<file path="config.mk">
export PLATFORM = sky130hd
export DESIGN_NAME = sfph_ctrl
export DESIGN_NICKNAME = d
export VERILOG_FILES = /design/src/pkg/sfph_pkg.sv /design/src/verilog/sfph_ctrl.sv /design/src/verilog/sfph_opc.sv /design/src/verilog/sfph_sync.sv
export SDC_FILE = /design/constraint.sdc
export NUM_CORES = 1
export LEC_CHECK = 0
export ABC_AREA = 1
export BUFFER_PORTS_ARGS = -buffer_cell sky130_fd_sc_hd__buf_2
export CORE_ASPECT_RATIO = 1.2
export CORE_UTILIZATION = 60
export DETAILED_ROUTE_END_ITERATION = 10
export PLACE_DENSITY = 0.77
export SYNTH_ARGS = -nofsm -noshare
export SYNTH_HDL_FRONTEND = slang
export SYNTH_HIERARCHICAL = 1
export SYNTH_SLANG_ARGS = --single-unit
</file>
<file path="constraint.sdc">
create_clock -name clk_i -period 2.9 [get_ports clk_i]
set_clock_uncertainty 0.15 [all_clocks]
set_input_delay 0.29 -clock clk_i [delete_from_list [all_inputs] [get_ports clk_i]]
set_output_delay 0.29 -clock clk_i [all_outputs]
set_load 0.1 [all_outputs]
</file>
<file path="src/pkg/sfph_pkg.sv">
// shared constants and types for the flash power and pause controller
package sfph_pkg;

  // =====================================================================
  // opcodes
  localparam logic [7:0] SFPH_OPC_POWERDOWN = 8'hB9;
  localparam logic [7:0] SFPH_OPC_RESUME    = 8'hAB;

  // =====================================================================
  // framing
  localparam int         SFPH_BYTE_BITS = 8;
  localparam int         SFPH_BCNT_W    = 3;
  localparam logic [2:0] SFPH_BCNT_RST  = 3'h0;
  localparam logic [2:0] SFPH_BCNT_LAST = 3'(SFPH_BYTE_BITS - 1);
  localparam logic [7:0] SFPH_BYTE_RST  = 8'h00;

  // =====================================================================
  // timing, longest times rounded down to whole cycles
  localparam int SFPH_CLK_PERIOD_NS             = 10;
  localparam int SFPH_POWERDOWN_ENTRY_TIME_NS   = 1000;
  localparam int SFPH_POWERDOWN_EXIT_TIME_NS    = 3000;
  localparam int SFPH_ENTRY_RAW = SFPH_POWERDOWN_ENTRY_TIME_NS / SFPH_CLK_PERIOD_NS;
  localparam int SFPH_EXIT_RAW  = SFPH_POWERDOWN_EXIT_TIME_NS / SFPH_CLK_PERIOD_NS;
  localparam int SFPH_ENTRY_CYC = (SFPH_ENTRY_RAW < 1) ? 1 : SFPH_ENTRY_RAW;
  localparam int SFPH_EXIT_CYC  = (SFPH_EXIT_RAW < 1) ? 1 : SFPH_EXIT_RAW;
  localparam int SFPH_CNT_W     = 9;
  localparam logic [8:0] SFPH_ENTRY_LOAD = 9'(SFPH_ENTRY_CYC - 1);
  localparam logic [8:0] SFPH_EXIT_LOAD  = 9'(SFPH_EXIT_CYC - 1);
  localparam logic [8:0] SFPH_CNT_RST    = 9'h000;

  // =====================================================================
  // synchronised pin bundle
  localparam int SFPH_PIN_CS   = 0;
  localparam int SFPH_PIN_SCK  = 1;
  localparam int SFPH_PIN_SI   = 2;
  localparam int SFPH_PIN_HOLD = 3;
  localparam int SFPH_PIN_WP   = 4;
  localparam int SFPH_NPINS    = 5;
  localparam logic [4:0] SFPH_PINS_RST = 5'h1B; // idle: cs, hold, wp, sck high

  // =====================================================================
  // power states
  typedef enum logic [3:0] {
    SFPH_PWR_STANDBY = 4'h1,
    SFPH_PWR_ENTER   = 4'h2,
    SFPH_PWR_DEEP    = 4'h4,
    SFPH_PWR_EXIT    = 4'h8
  } sfph_pwr_t;
  localparam sfph_pwr_t SFPH_PWR_RST = SFPH_PWR_STANDBY;

endpackage

</file>
<file path="src/verilog/sfph_ctrl.sv">
// power-state and pause controller of the serial flash, top module
// How it works
// standby when deselected and not busy
// deep power-down ignores all but resume
// opcode B9h then deselect enters deep power-down
// partial byte at deselect keeps standby
// power-up always lands in standby
// power-down ignored while program or erase
// opcode ABh then deselect returns to standby
// bad resume framing stays in deep
// pause never stops program or erase
// pause starts selected, at clock low
// paused while pause and select held
// paused: output floats, clock and data ignored
// pause ends at clock low
// deselect during pause aborts, clears write enable
// ready/busy flag follows internal operation
// host waits entry/exit time before next command
`timescale 1ns/1ps
`default_nettype none
module sfph_ctrl (
  input  wire logic clk_i,
  input  wire logic nrst_i,
  input  wire logic cs_n_i,
  input  wire logic sck_i,
  input  wire logic si_i,
  input  wire logic hold_n_i,
  input  wire logic wp_n_i,
  input  wire logic busy_i,
  input  wire logic so_data_i,
  input  wire logic so_en_i,
  output var  logic so_o,
  output var  logic so_oe_n_o,
  output var  logic core_bit_stb_o,
  output var  logic core_bit_o,
  output var  logic core_frame_end_o,
  output var  logic wp_n_o,
  output var  logic standby_o,
  output var  logic deep_pd_o,
  output var  logic paused_o,
  output var  logic ready_busy_flag_o,
  output var  logic wel_clear_o,
  output var  logic op_abort_o
);
  import sfph_pkg::*;

  // =====================================================================
  // reset release
  logic rst_q1_reg;
  logic rst_n;

  // async assert, sync release through two flops
  always_ff @(posedge clk_i or negedge nrst_i) begin
    if (!nrst_i) begin
      rst_q1_reg <= 1'b0;
      rst_n      <= 1'b0;
    end else begin
      rst_q1_reg <= 1'b1;
      rst_n      <= rst_q1_reg;
    end
  end

  // =====================================================================
  // pin synchronisation and edges
  logic [4:0] pins_s;
  logic       cs_s;
  logic       sck_s;
  logic       si_s;
  logic       hold_s;
  logic       wp_s;
  logic       cs_prev_reg;
  logic       sck_prev_reg;
  logic       cs_prev_next;
  logic       sck_prev_next;

  sfph_sync u_sync (
    .clk_i   (clk_i),
    .rst_n_i (rst_n),
    .d_i     ({wp_n_i, hold_n_i, si_i, sck_i, cs_n_i}),
    .q_o     (pins_s)
  );

  assign cs_s   = pins_s[SFPH_PIN_CS];
  assign sck_s  = pins_s[SFPH_PIN_SCK];
  assign si_s   = pins_s[SFPH_PIN_SI];
  assign hold_s = pins_s[SFPH_PIN_HOLD];
  assign wp_s   = pins_s[SFPH_PIN_WP];

  // edge memory of the synchronised select and clock
  always_comb begin
    cs_prev_next  = cs_s;
    sck_prev_next = sck_s;
  end

  always_ff @(posedge clk_i or negedge rst_n) begin
    if (!rst_n) begin
      cs_prev_reg  <= 1'b1;
      sck_prev_reg <= 1'b1;
    end else begin
      cs_prev_reg  <= cs_prev_next;
      sck_prev_reg <= sck_prev_next;
    end
  end

  logic cs_act;
  logic cs_fall;
  logic cs_rise;
  logic sck_rise;
  assign cs_act   = ~cs_s;
  assign cs_fall  = cs_prev_reg & ~cs_s;
  assign cs_rise  = ~cs_prev_reg & cs_s;
  assign sck_rise = sck_s & ~sck_prev_reg;

  // =====================================================================
  // pause
  logic paused_reg;
  logic paused_next;
  logic hold_abort;
  logic bit_stb;

  // while selected, pause level only changes with the clock low and the high phase defers it; deselect clears it at once
  always_comb begin
    paused_next = paused_reg;
    if (!cs_act) begin
      paused_next = 1'b0;
    end else if (!sck_s) begin
      paused_next = ~hold_s;
    end
  end

  always_ff @(posedge clk_i or negedge rst_n) begin
    if (!rst_n) begin
      paused_reg <= 1'b0;
    end else begin
      paused_reg <= paused_next;
    end
  end

  // deselect with pause still asserted kills the frame
  assign hold_abort = cs_rise & ~hold_s;
  // clock edges are dropped while paused
  assign bit_stb    = sck_rise & cs_act & ~paused_reg;

  // =====================================================================
  // opcode capture
  logic [7:0] opcode;
  logic       opc_done;
  logic       aligned;

  sfph_opc u_opc (
    .clk_i         (clk_i),
    .rst_n_i       (rst_n),
    .frame_start_i (cs_fall),
    .bit_stb_i     (bit_stb),
    .bit_i         (si_s),
    .opcode_o      (opcode),
    .opc_done_o    (opc_done),
    .aligned_o     (aligned)
  );

  logic pd_ok;
  logic res_ok;
  // full opcode, byte boundary, no abort; busy blocks power-down only
  assign pd_ok  = opc_done & aligned & ~hold_abort & ~busy_i
                  & (opcode == SFPH_OPC_POWERDOWN);
  assign res_ok = opc_done & aligned & ~hold_abort
                  & (opcode == SFPH_OPC_RESUME);

  // =====================================================================
  // power state machine
  sfph_pwr_t  pwr_reg;
  sfph_pwr_t  pwr_next;
  logic [8:0] cnt_reg;
  logic [8:0] cnt_next;

  // entry and exit counters stand for the device's settle times
  always_comb begin
    pwr_next = pwr_reg;
    cnt_next = cnt_reg;
    unique case (pwr_reg)
      SFPH_PWR_STANDBY: begin
        if (cs_rise && pd_ok) begin
          pwr_next = SFPH_PWR_ENTER;
          cnt_next = SFPH_ENTRY_LOAD;
        end
      end
      SFPH_PWR_ENTER: begin
        if (cnt_reg == SFPH_CNT_RST) begin
          pwr_next = SFPH_PWR_DEEP;
        end else begin
          cnt_next = cnt_reg - 9'h001;
        end
      end
      SFPH_PWR_DEEP: begin
        if (cs_rise && res_ok) begin
          pwr_next = SFPH_PWR_EXIT;
          cnt_next = SFPH_EXIT_LOAD;
        end
      end
      SFPH_PWR_EXIT: begin
        if (cnt_reg == SFPH_CNT_RST) begin
          pwr_next = SFPH_PWR_STANDBY;
        end else begin
          cnt_next = cnt_reg - 9'h001;
        end
      end
      default: begin
        pwr_next = SFPH_PWR_RST;
        cnt_next = SFPH_CNT_RST;
      end
    endcase
  end

  // power-up and reset never land in deep power-down
  always_ff @(posedge clk_i or negedge rst_n) begin
    if (!rst_n) begin
      pwr_reg <= SFPH_PWR_RST;
      cnt_reg <= SFPH_CNT_RST;
    end else begin
      pwr_reg <= pwr_next;
      cnt_reg <= cnt_next;
    end
  end

  // =====================================================================
  // registered outputs
  logic so_next;
  logic so_oe_n_next;
  logic core_stb_next;
  logic core_bit_next;
  logic core_end_next;
  logic standby_next;
  logic deep_next;
  logic rdy_next;
  logic wel_clr_next;
  logic abort_next;
  logic live;

  // core sees the link only in normal power; deep mode drops every command
  assign live = (pwr_reg == SFPH_PWR_STANDBY);

  always_comb begin
    so_next       = so_data_i;
    so_oe_n_next  = ~(cs_act & ~paused_reg & live & so_en_i);
    core_stb_next = bit_stb & live;
    core_bit_next = si_s;
    core_end_next = cs_rise & live;
    standby_next  = live & cs_s & ~busy_i;
    deep_next     = (pwr_reg == SFPH_PWR_DEEP);
    rdy_next      = busy_i;
    wel_clr_next  = hold_abort & live;
    abort_next    = hold_abort & live;
  end

  // wp follows the pin even while paused
  always_ff @(posedge clk_i or negedge rst_n) begin
    if (!rst_n) begin
      so_o              <= 1'b0;
      so_oe_n_o         <= 1'b1;
      core_bit_stb_o    <= 1'b0;
      core_bit_o        <= 1'b0;
      core_frame_end_o  <= 1'b0;
      wp_n_o            <= 1'b1;
      standby_o         <= 1'b0;
      deep_pd_o         <= 1'b0;
      paused_o          <= 1'b0;
      ready_busy_flag_o <= 1'b0;
      wel_clear_o       <= 1'b0;
      op_abort_o        <= 1'b0;
    end else begin
      so_o              <= so_next;
      so_oe_n_o         <= so_oe_n_next;
      core_bit_stb_o    <= core_stb_next;
      core_bit_o        <= core_bit_next;
      core_frame_end_o  <= core_end_next;
      wp_n_o            <= wp_s;
      standby_o         <= standby_next;
      deep_pd_o         <= deep_next;
      paused_o          <= paused_reg;
      ready_busy_flag_o <= rdy_next;
      wel_clear_o       <= wel_clr_next;
      op_abort_o        <= abort_next;
    end
  end

  // =====================================================================
  // assertions
  localparam int ENTRY_BOUND = SFPH_ENTRY_CYC + 2;
  localparam int EXIT_BOUND  = SFPH_EXIT_CYC + 2;
endmodule
`default_nettype wire

</file>
<file path="src/verilog/sfph_opc.sv">
// opcode capture and byte-boundary tracking for one frame
`timescale 1ns/1ps
`default_nettype none
module sfph_opc (
  input  wire logic       clk_i,
  input  wire logic       rst_n_i,
  input  wire logic       frame_start_i,
  input  wire logic       bit_stb_i,
  input  wire logic       bit_i,
  output var  logic [7:0] opcode_o,
  output var  logic       opc_done_o,
  output var  logic       aligned_o
);
  import sfph_pkg::*;

  // =====================================================================
  // state
  logic [7:0] shift_reg;
  logic [7:0] shift_next;
  logic [2:0] cnt_reg;
  logic [2:0] cnt_next;
  logic [7:0] opc_next;
  logic       done_next;

  // only the first byte is kept, later bytes just move the counter
  always_comb begin
    shift_next = shift_reg;
    cnt_next   = cnt_reg;
    opc_next   = opcode_o;
    done_next  = opc_done_o;
    if (frame_start_i) begin
      shift_next = SFPH_BYTE_RST;
      cnt_next   = SFPH_BCNT_RST;
      opc_next   = SFPH_BYTE_RST;
      done_next  = 1'b0;
    end else if (bit_stb_i) begin
      shift_next = {shift_reg[6:0], bit_i};
      cnt_next   = cnt_reg + 3'h1;
      if (cnt_reg == SFPH_BCNT_LAST && !opc_done_o) begin
        opc_next  = shift_next;
        done_next = 1'b1;
      end
    end
  end

  // registers
  always_ff @(posedge clk_i or negedge rst_n_i) begin
    if (!rst_n_i) begin
      shift_reg  <= SFPH_BYTE_RST;
      cnt_reg    <= SFPH_BCNT_RST;
      opcode_o   <= SFPH_BYTE_RST;
      opc_done_o <= 1'b0;
    end else begin
      shift_reg  <= shift_next;
      cnt_reg    <= cnt_next;
      opcode_o   <= opc_next;
      opc_done_o <= done_next;
    end
  end

  // a count of zero means the frame sits on a byte boundary
  assign aligned_o = (cnt_reg == SFPH_BCNT_RST);
endmodule
`default_nettype wire

</file>
<file path="src/verilog/sfph_sync.sv">
// two-flop synchronisers for the link pins
`timescale 1ns/1ps
`default_nettype none
module sfph_sync (
  input  wire logic       clk_i,
  input  wire logic       rst_n_i,
  input  wire logic [4:0] d_i,
  output var  logic [4:0] q_o
);
  import sfph_pkg::*;

  // =====================================================================
  // per bit: first stage feeds only the second
  genvar gi;
  generate
    for (gi = 0; gi < SFPH_NPINS; gi++) begin : g_bit
      logic meta_reg;
      logic meta_next;
      logic q_next;
      // next values
      always_comb begin
        meta_next = d_i[gi];
        q_next    = meta_reg;
      end
      // idle level at reset keeps false edges away
      always_ff @(posedge clk_i or negedge rst_n_i) begin
        if (!rst_n_i) begin
          meta_reg <= SFPH_PINS_RST[gi];
          q_o[gi]  <= SFPH_PINS_RST[gi];
        end else begin
          meta_reg <= meta_next;
          q_o[gi]  <= q_next;
        end
      end
    end
  endgenerate
endmodule
`default_nettype wire
</file>
==> metrics.md <==
| Metric | Value |
|---|---|
| Status | complete, no violations |
| Most frequent cells in the layout | nand2_1 (96), dfrtp_1 (44), inv_1 (34) |
| # hold bufs at CTS | 9 |
| CTS tree | done |
| Synth top area share | 41.9% |
| Critical path fanouts, max | 9 |
| Sequential fraction of the synthesis area | 54.7% |
| Layout cells sized above 1 | between 20% and 30% |
| RSZ-0062 raised after global routing | no |
| ANT cells | 0 |
| Total GRT Usage | around a quarter |
| Post-route antenna net violation count | 0 |
| Crit path top cell by count | nand2_1 |
| FP Rows | 26 |
| Clk pin slew, worst setup/hold paths | 60 ps |
| Leak | 0.00169 uW |
| GRT Residual Overflow | 0 |
| Placed cells | about 380 |
| Number of max-cap violations | 0 |
| Final Non-Filler Cells | 408 |
| # IOs | 22 |
| Max_slew headroom | 55.4% |
| DIE AREA | 4750 um2 |
| Synth Cell Area | 2690 um2 |
| Crit path time final | 1810 ps |
| Final setup viols | 0 |
| # Post-CTS Setup Buffers | 0 |
| DP Wirelength | 3.52 mm |
| Port bufs | 21 |
| Vias in the first global route | approximately 2,000 |
| Root Driver | clkbuf_8 |
| Top cells by area, synth | dfrtp_1 (42%), nand2_1 (13%), dfstp_2 (13%) |
| Pwr/cell area | 541 nW/um2 |
| Pre-CTS worst setup slack | about 1100 ps |
| CTS Buffer Depth | 2 |
| Largest net degree at the start of global routing | 57 |
| Fill cells | 335 |
| Largest area contributor in the netlist | dfrtp_1 |
| Vias after detailed routing | 2,058 |
| First drt pass iteration count | 4 |
| WP data arrival | between 1500 and 2000 ps |
| Area Growth Syn to Fin | 17.0% |
| Post-synthesis mux area share | 0% |
| Worst hold path type | in2async |
| Register Area | 1470 um2 |
| Least-Margin Pin Slew | 669 ps |
| Initial antenna violation count | 0 |
| Cts repair resizes | 0 |
| #FFs+latches synth | 58 |
| Die W | 63.1 um |
| Post-synthesis cell type count | 29 |
| CP max-delay cell | dfrtp_1 |
| Register-to-register setup slack | 1090 ps |
| Vias per Instance | 5.04 |
| WP data required | 2980 ps |
| Initial Util | 63.0% |
| Avg WL per Cell | approximately 13 um |
| Final wirelength | between 5 and 6 mm |
| Compound-Gate Fraction of Synth Area | about 3.6% |
| Syn Area/Cell | 8.75 um2 |
| Synth Area in XOR/XNOR | 0.652% |
| Max incr delay on CP | 380 ps |
| Largest family of logic cells by synthesized area | simple AND/OR/NAND/NOR gates |
| Critical path class | reg2reg |
| Worst Setup Start Kind | flop |
| Tcrit/Tclk final | 62.3% |
| Clock Latency Late Sink | 340 ps |
| Worst-case vdd ir drop | ~470 uV |
| Iter 0 DRT Violations | 112 |
| Syn Nets | 322 |
| Fin nets | roughly 360 |
| Total core area | about 4300 um2 |
| Cells after Synth | 307 |
| Max reg flops | 9 |
| First-pass GRT wire length | between 8 and 9 mm |
| Slew Viols, Final | 0 |
| DIE HEIGHT | 75.3 um |
| Post-Synth Adder-Cell Area | 2.33% |
| Setup crit end kind | flop |
| Clk sinks | 58 |
| Area of the multi-input gates | 1020 um2 |
| Post-route setup TNS | 0 ps |
| Synth Area in Simple Gates | between 30% and 40% |
| DRC violations left | 0 |
| # H-tree levels | 3 |
| PnR worst setup slack | 1090 ps |
| Fmax | approximately 550 MHz |
| Synth warnings | 6 |
| Commonest non-fill, non-tap cell in the layout | nand2_1 |
| Final hold violation count | 0 |
| Worst path cell trace | inv_1, ha_1, inv_1, nor2_1, nand2_1, nor2_1, nand3_4, nand2_4, nand3_2, nand2_1, nand2_1 |
| CTS buffer count | 9 |
| GP Congestion | 0.827 |
## per-layer routing
layer	part of all wire [%]	GRT usage, %	routed length (um)	vias to the layer above
li1	-	-	-	1033
met5	0	0	0	-
met2	54	45.5	2780	35
met3	3.3	7.88	170	6
met1	41	28.8	2090	984
met4	1.7	11.1	86	0
## through the flow
stage	total power [uW]	utilization, %	hold WS [ps]	instance area [um2]
2_1_floorplan	956	-	-156	2690
3_3_place_gp	982	67.1	-76.9	2860
3_5_place_dp	985	67.1	-74.9	2860
4_1_cts	1710	73.7	98.0	3140
5_1_grt	1770	73.7	132	3140
6_report	1700	73.7	117	3140
## critical path, delay by kind of cell, from the launching register on
family                     cells  cell delay (ps)
buffers and inverters          2              130
adders and majority gates      1              150
and+or+nand+nor                8              900
DFF                            1              380
## logic make-up (layout without fill, tap and decap cells)
family / after synthesis / in the layout
adders and majority gates: 5 / 5
AOI/OAI and AO/OA: 17 / 17
DFF: 58 / 58
buffers and inverters: 48 / 93
other: 1 / 1
xor gates and xnor gates: 2 / 2
and+or+nand+nor: 176 / 176
## cell usage after synthesis
cell type and number:
nand2_1 96, dfrtp_1 45, inv_1 34, nor2_1 26, nand3_1 24, o21ai_0 14
dfstp_2 13, inv_2 7, ha_1 5, nand4_1 5, nand2_4 4, nor2_2 4
nor2_4 4, buf_2 3, nand2_2 3, nand3_2 3, nor3_1 3, a21oi_1 2
xor2_1 2, and2_4 1, buf_4 1, clkinv_2 1, clkinv_4 1, conb_1 1
inv_4 1, nand3_4 1, nor2_8 1, nor4_1 1, o21ai_4 1
## power breakdown
group          total [uW]  switching (uW)  internal [uW]
registers             848            9.42            838
clock network         719             301            418
logic                 133             104           28.8
total                1700             414           1290
## final timing paths
check	cells past startpoint	endpoint	from
max reg2reg	11	cnt_reg[8]$_DFFE_PN0P_	u_opc/cnt_reg[0]$_DFFE_PN0P_
max	11	cnt_reg[8]$_DFFE_PN0P_	u_opc/cnt_reg[0]$_DFFE_PN0P_
min in group clk_i	0	u_sync/q_o[0]$_DFF_PN1_	u_sync/g_bit[0].meta_reg$_DFF_PN1_
min	2	rst_q1_reg$_DFF_PN0_	nrst_i
max in group asynchronous	1	cnt_reg[3]$_DFFE_PN0P_	rst_n$_DFF_PN0_
min reg2reg	0	u_sync/q_o[0]$_DFF_PN1_	u_sync/g_bit[0].meta_reg$_DFF_PN1_
## layout make-up
type                    instances  share of cell area, %
multi-input cells             201                   32.5
repair buffers                 33                   6.93
inverters                      44                   5.54
clock buffers                  13                   4.74
well taps                      56                   2.23
clock inverters                 3                   1.27
flip-flops and latches         58                   46.8
Power figures use the tool's default switching activity.
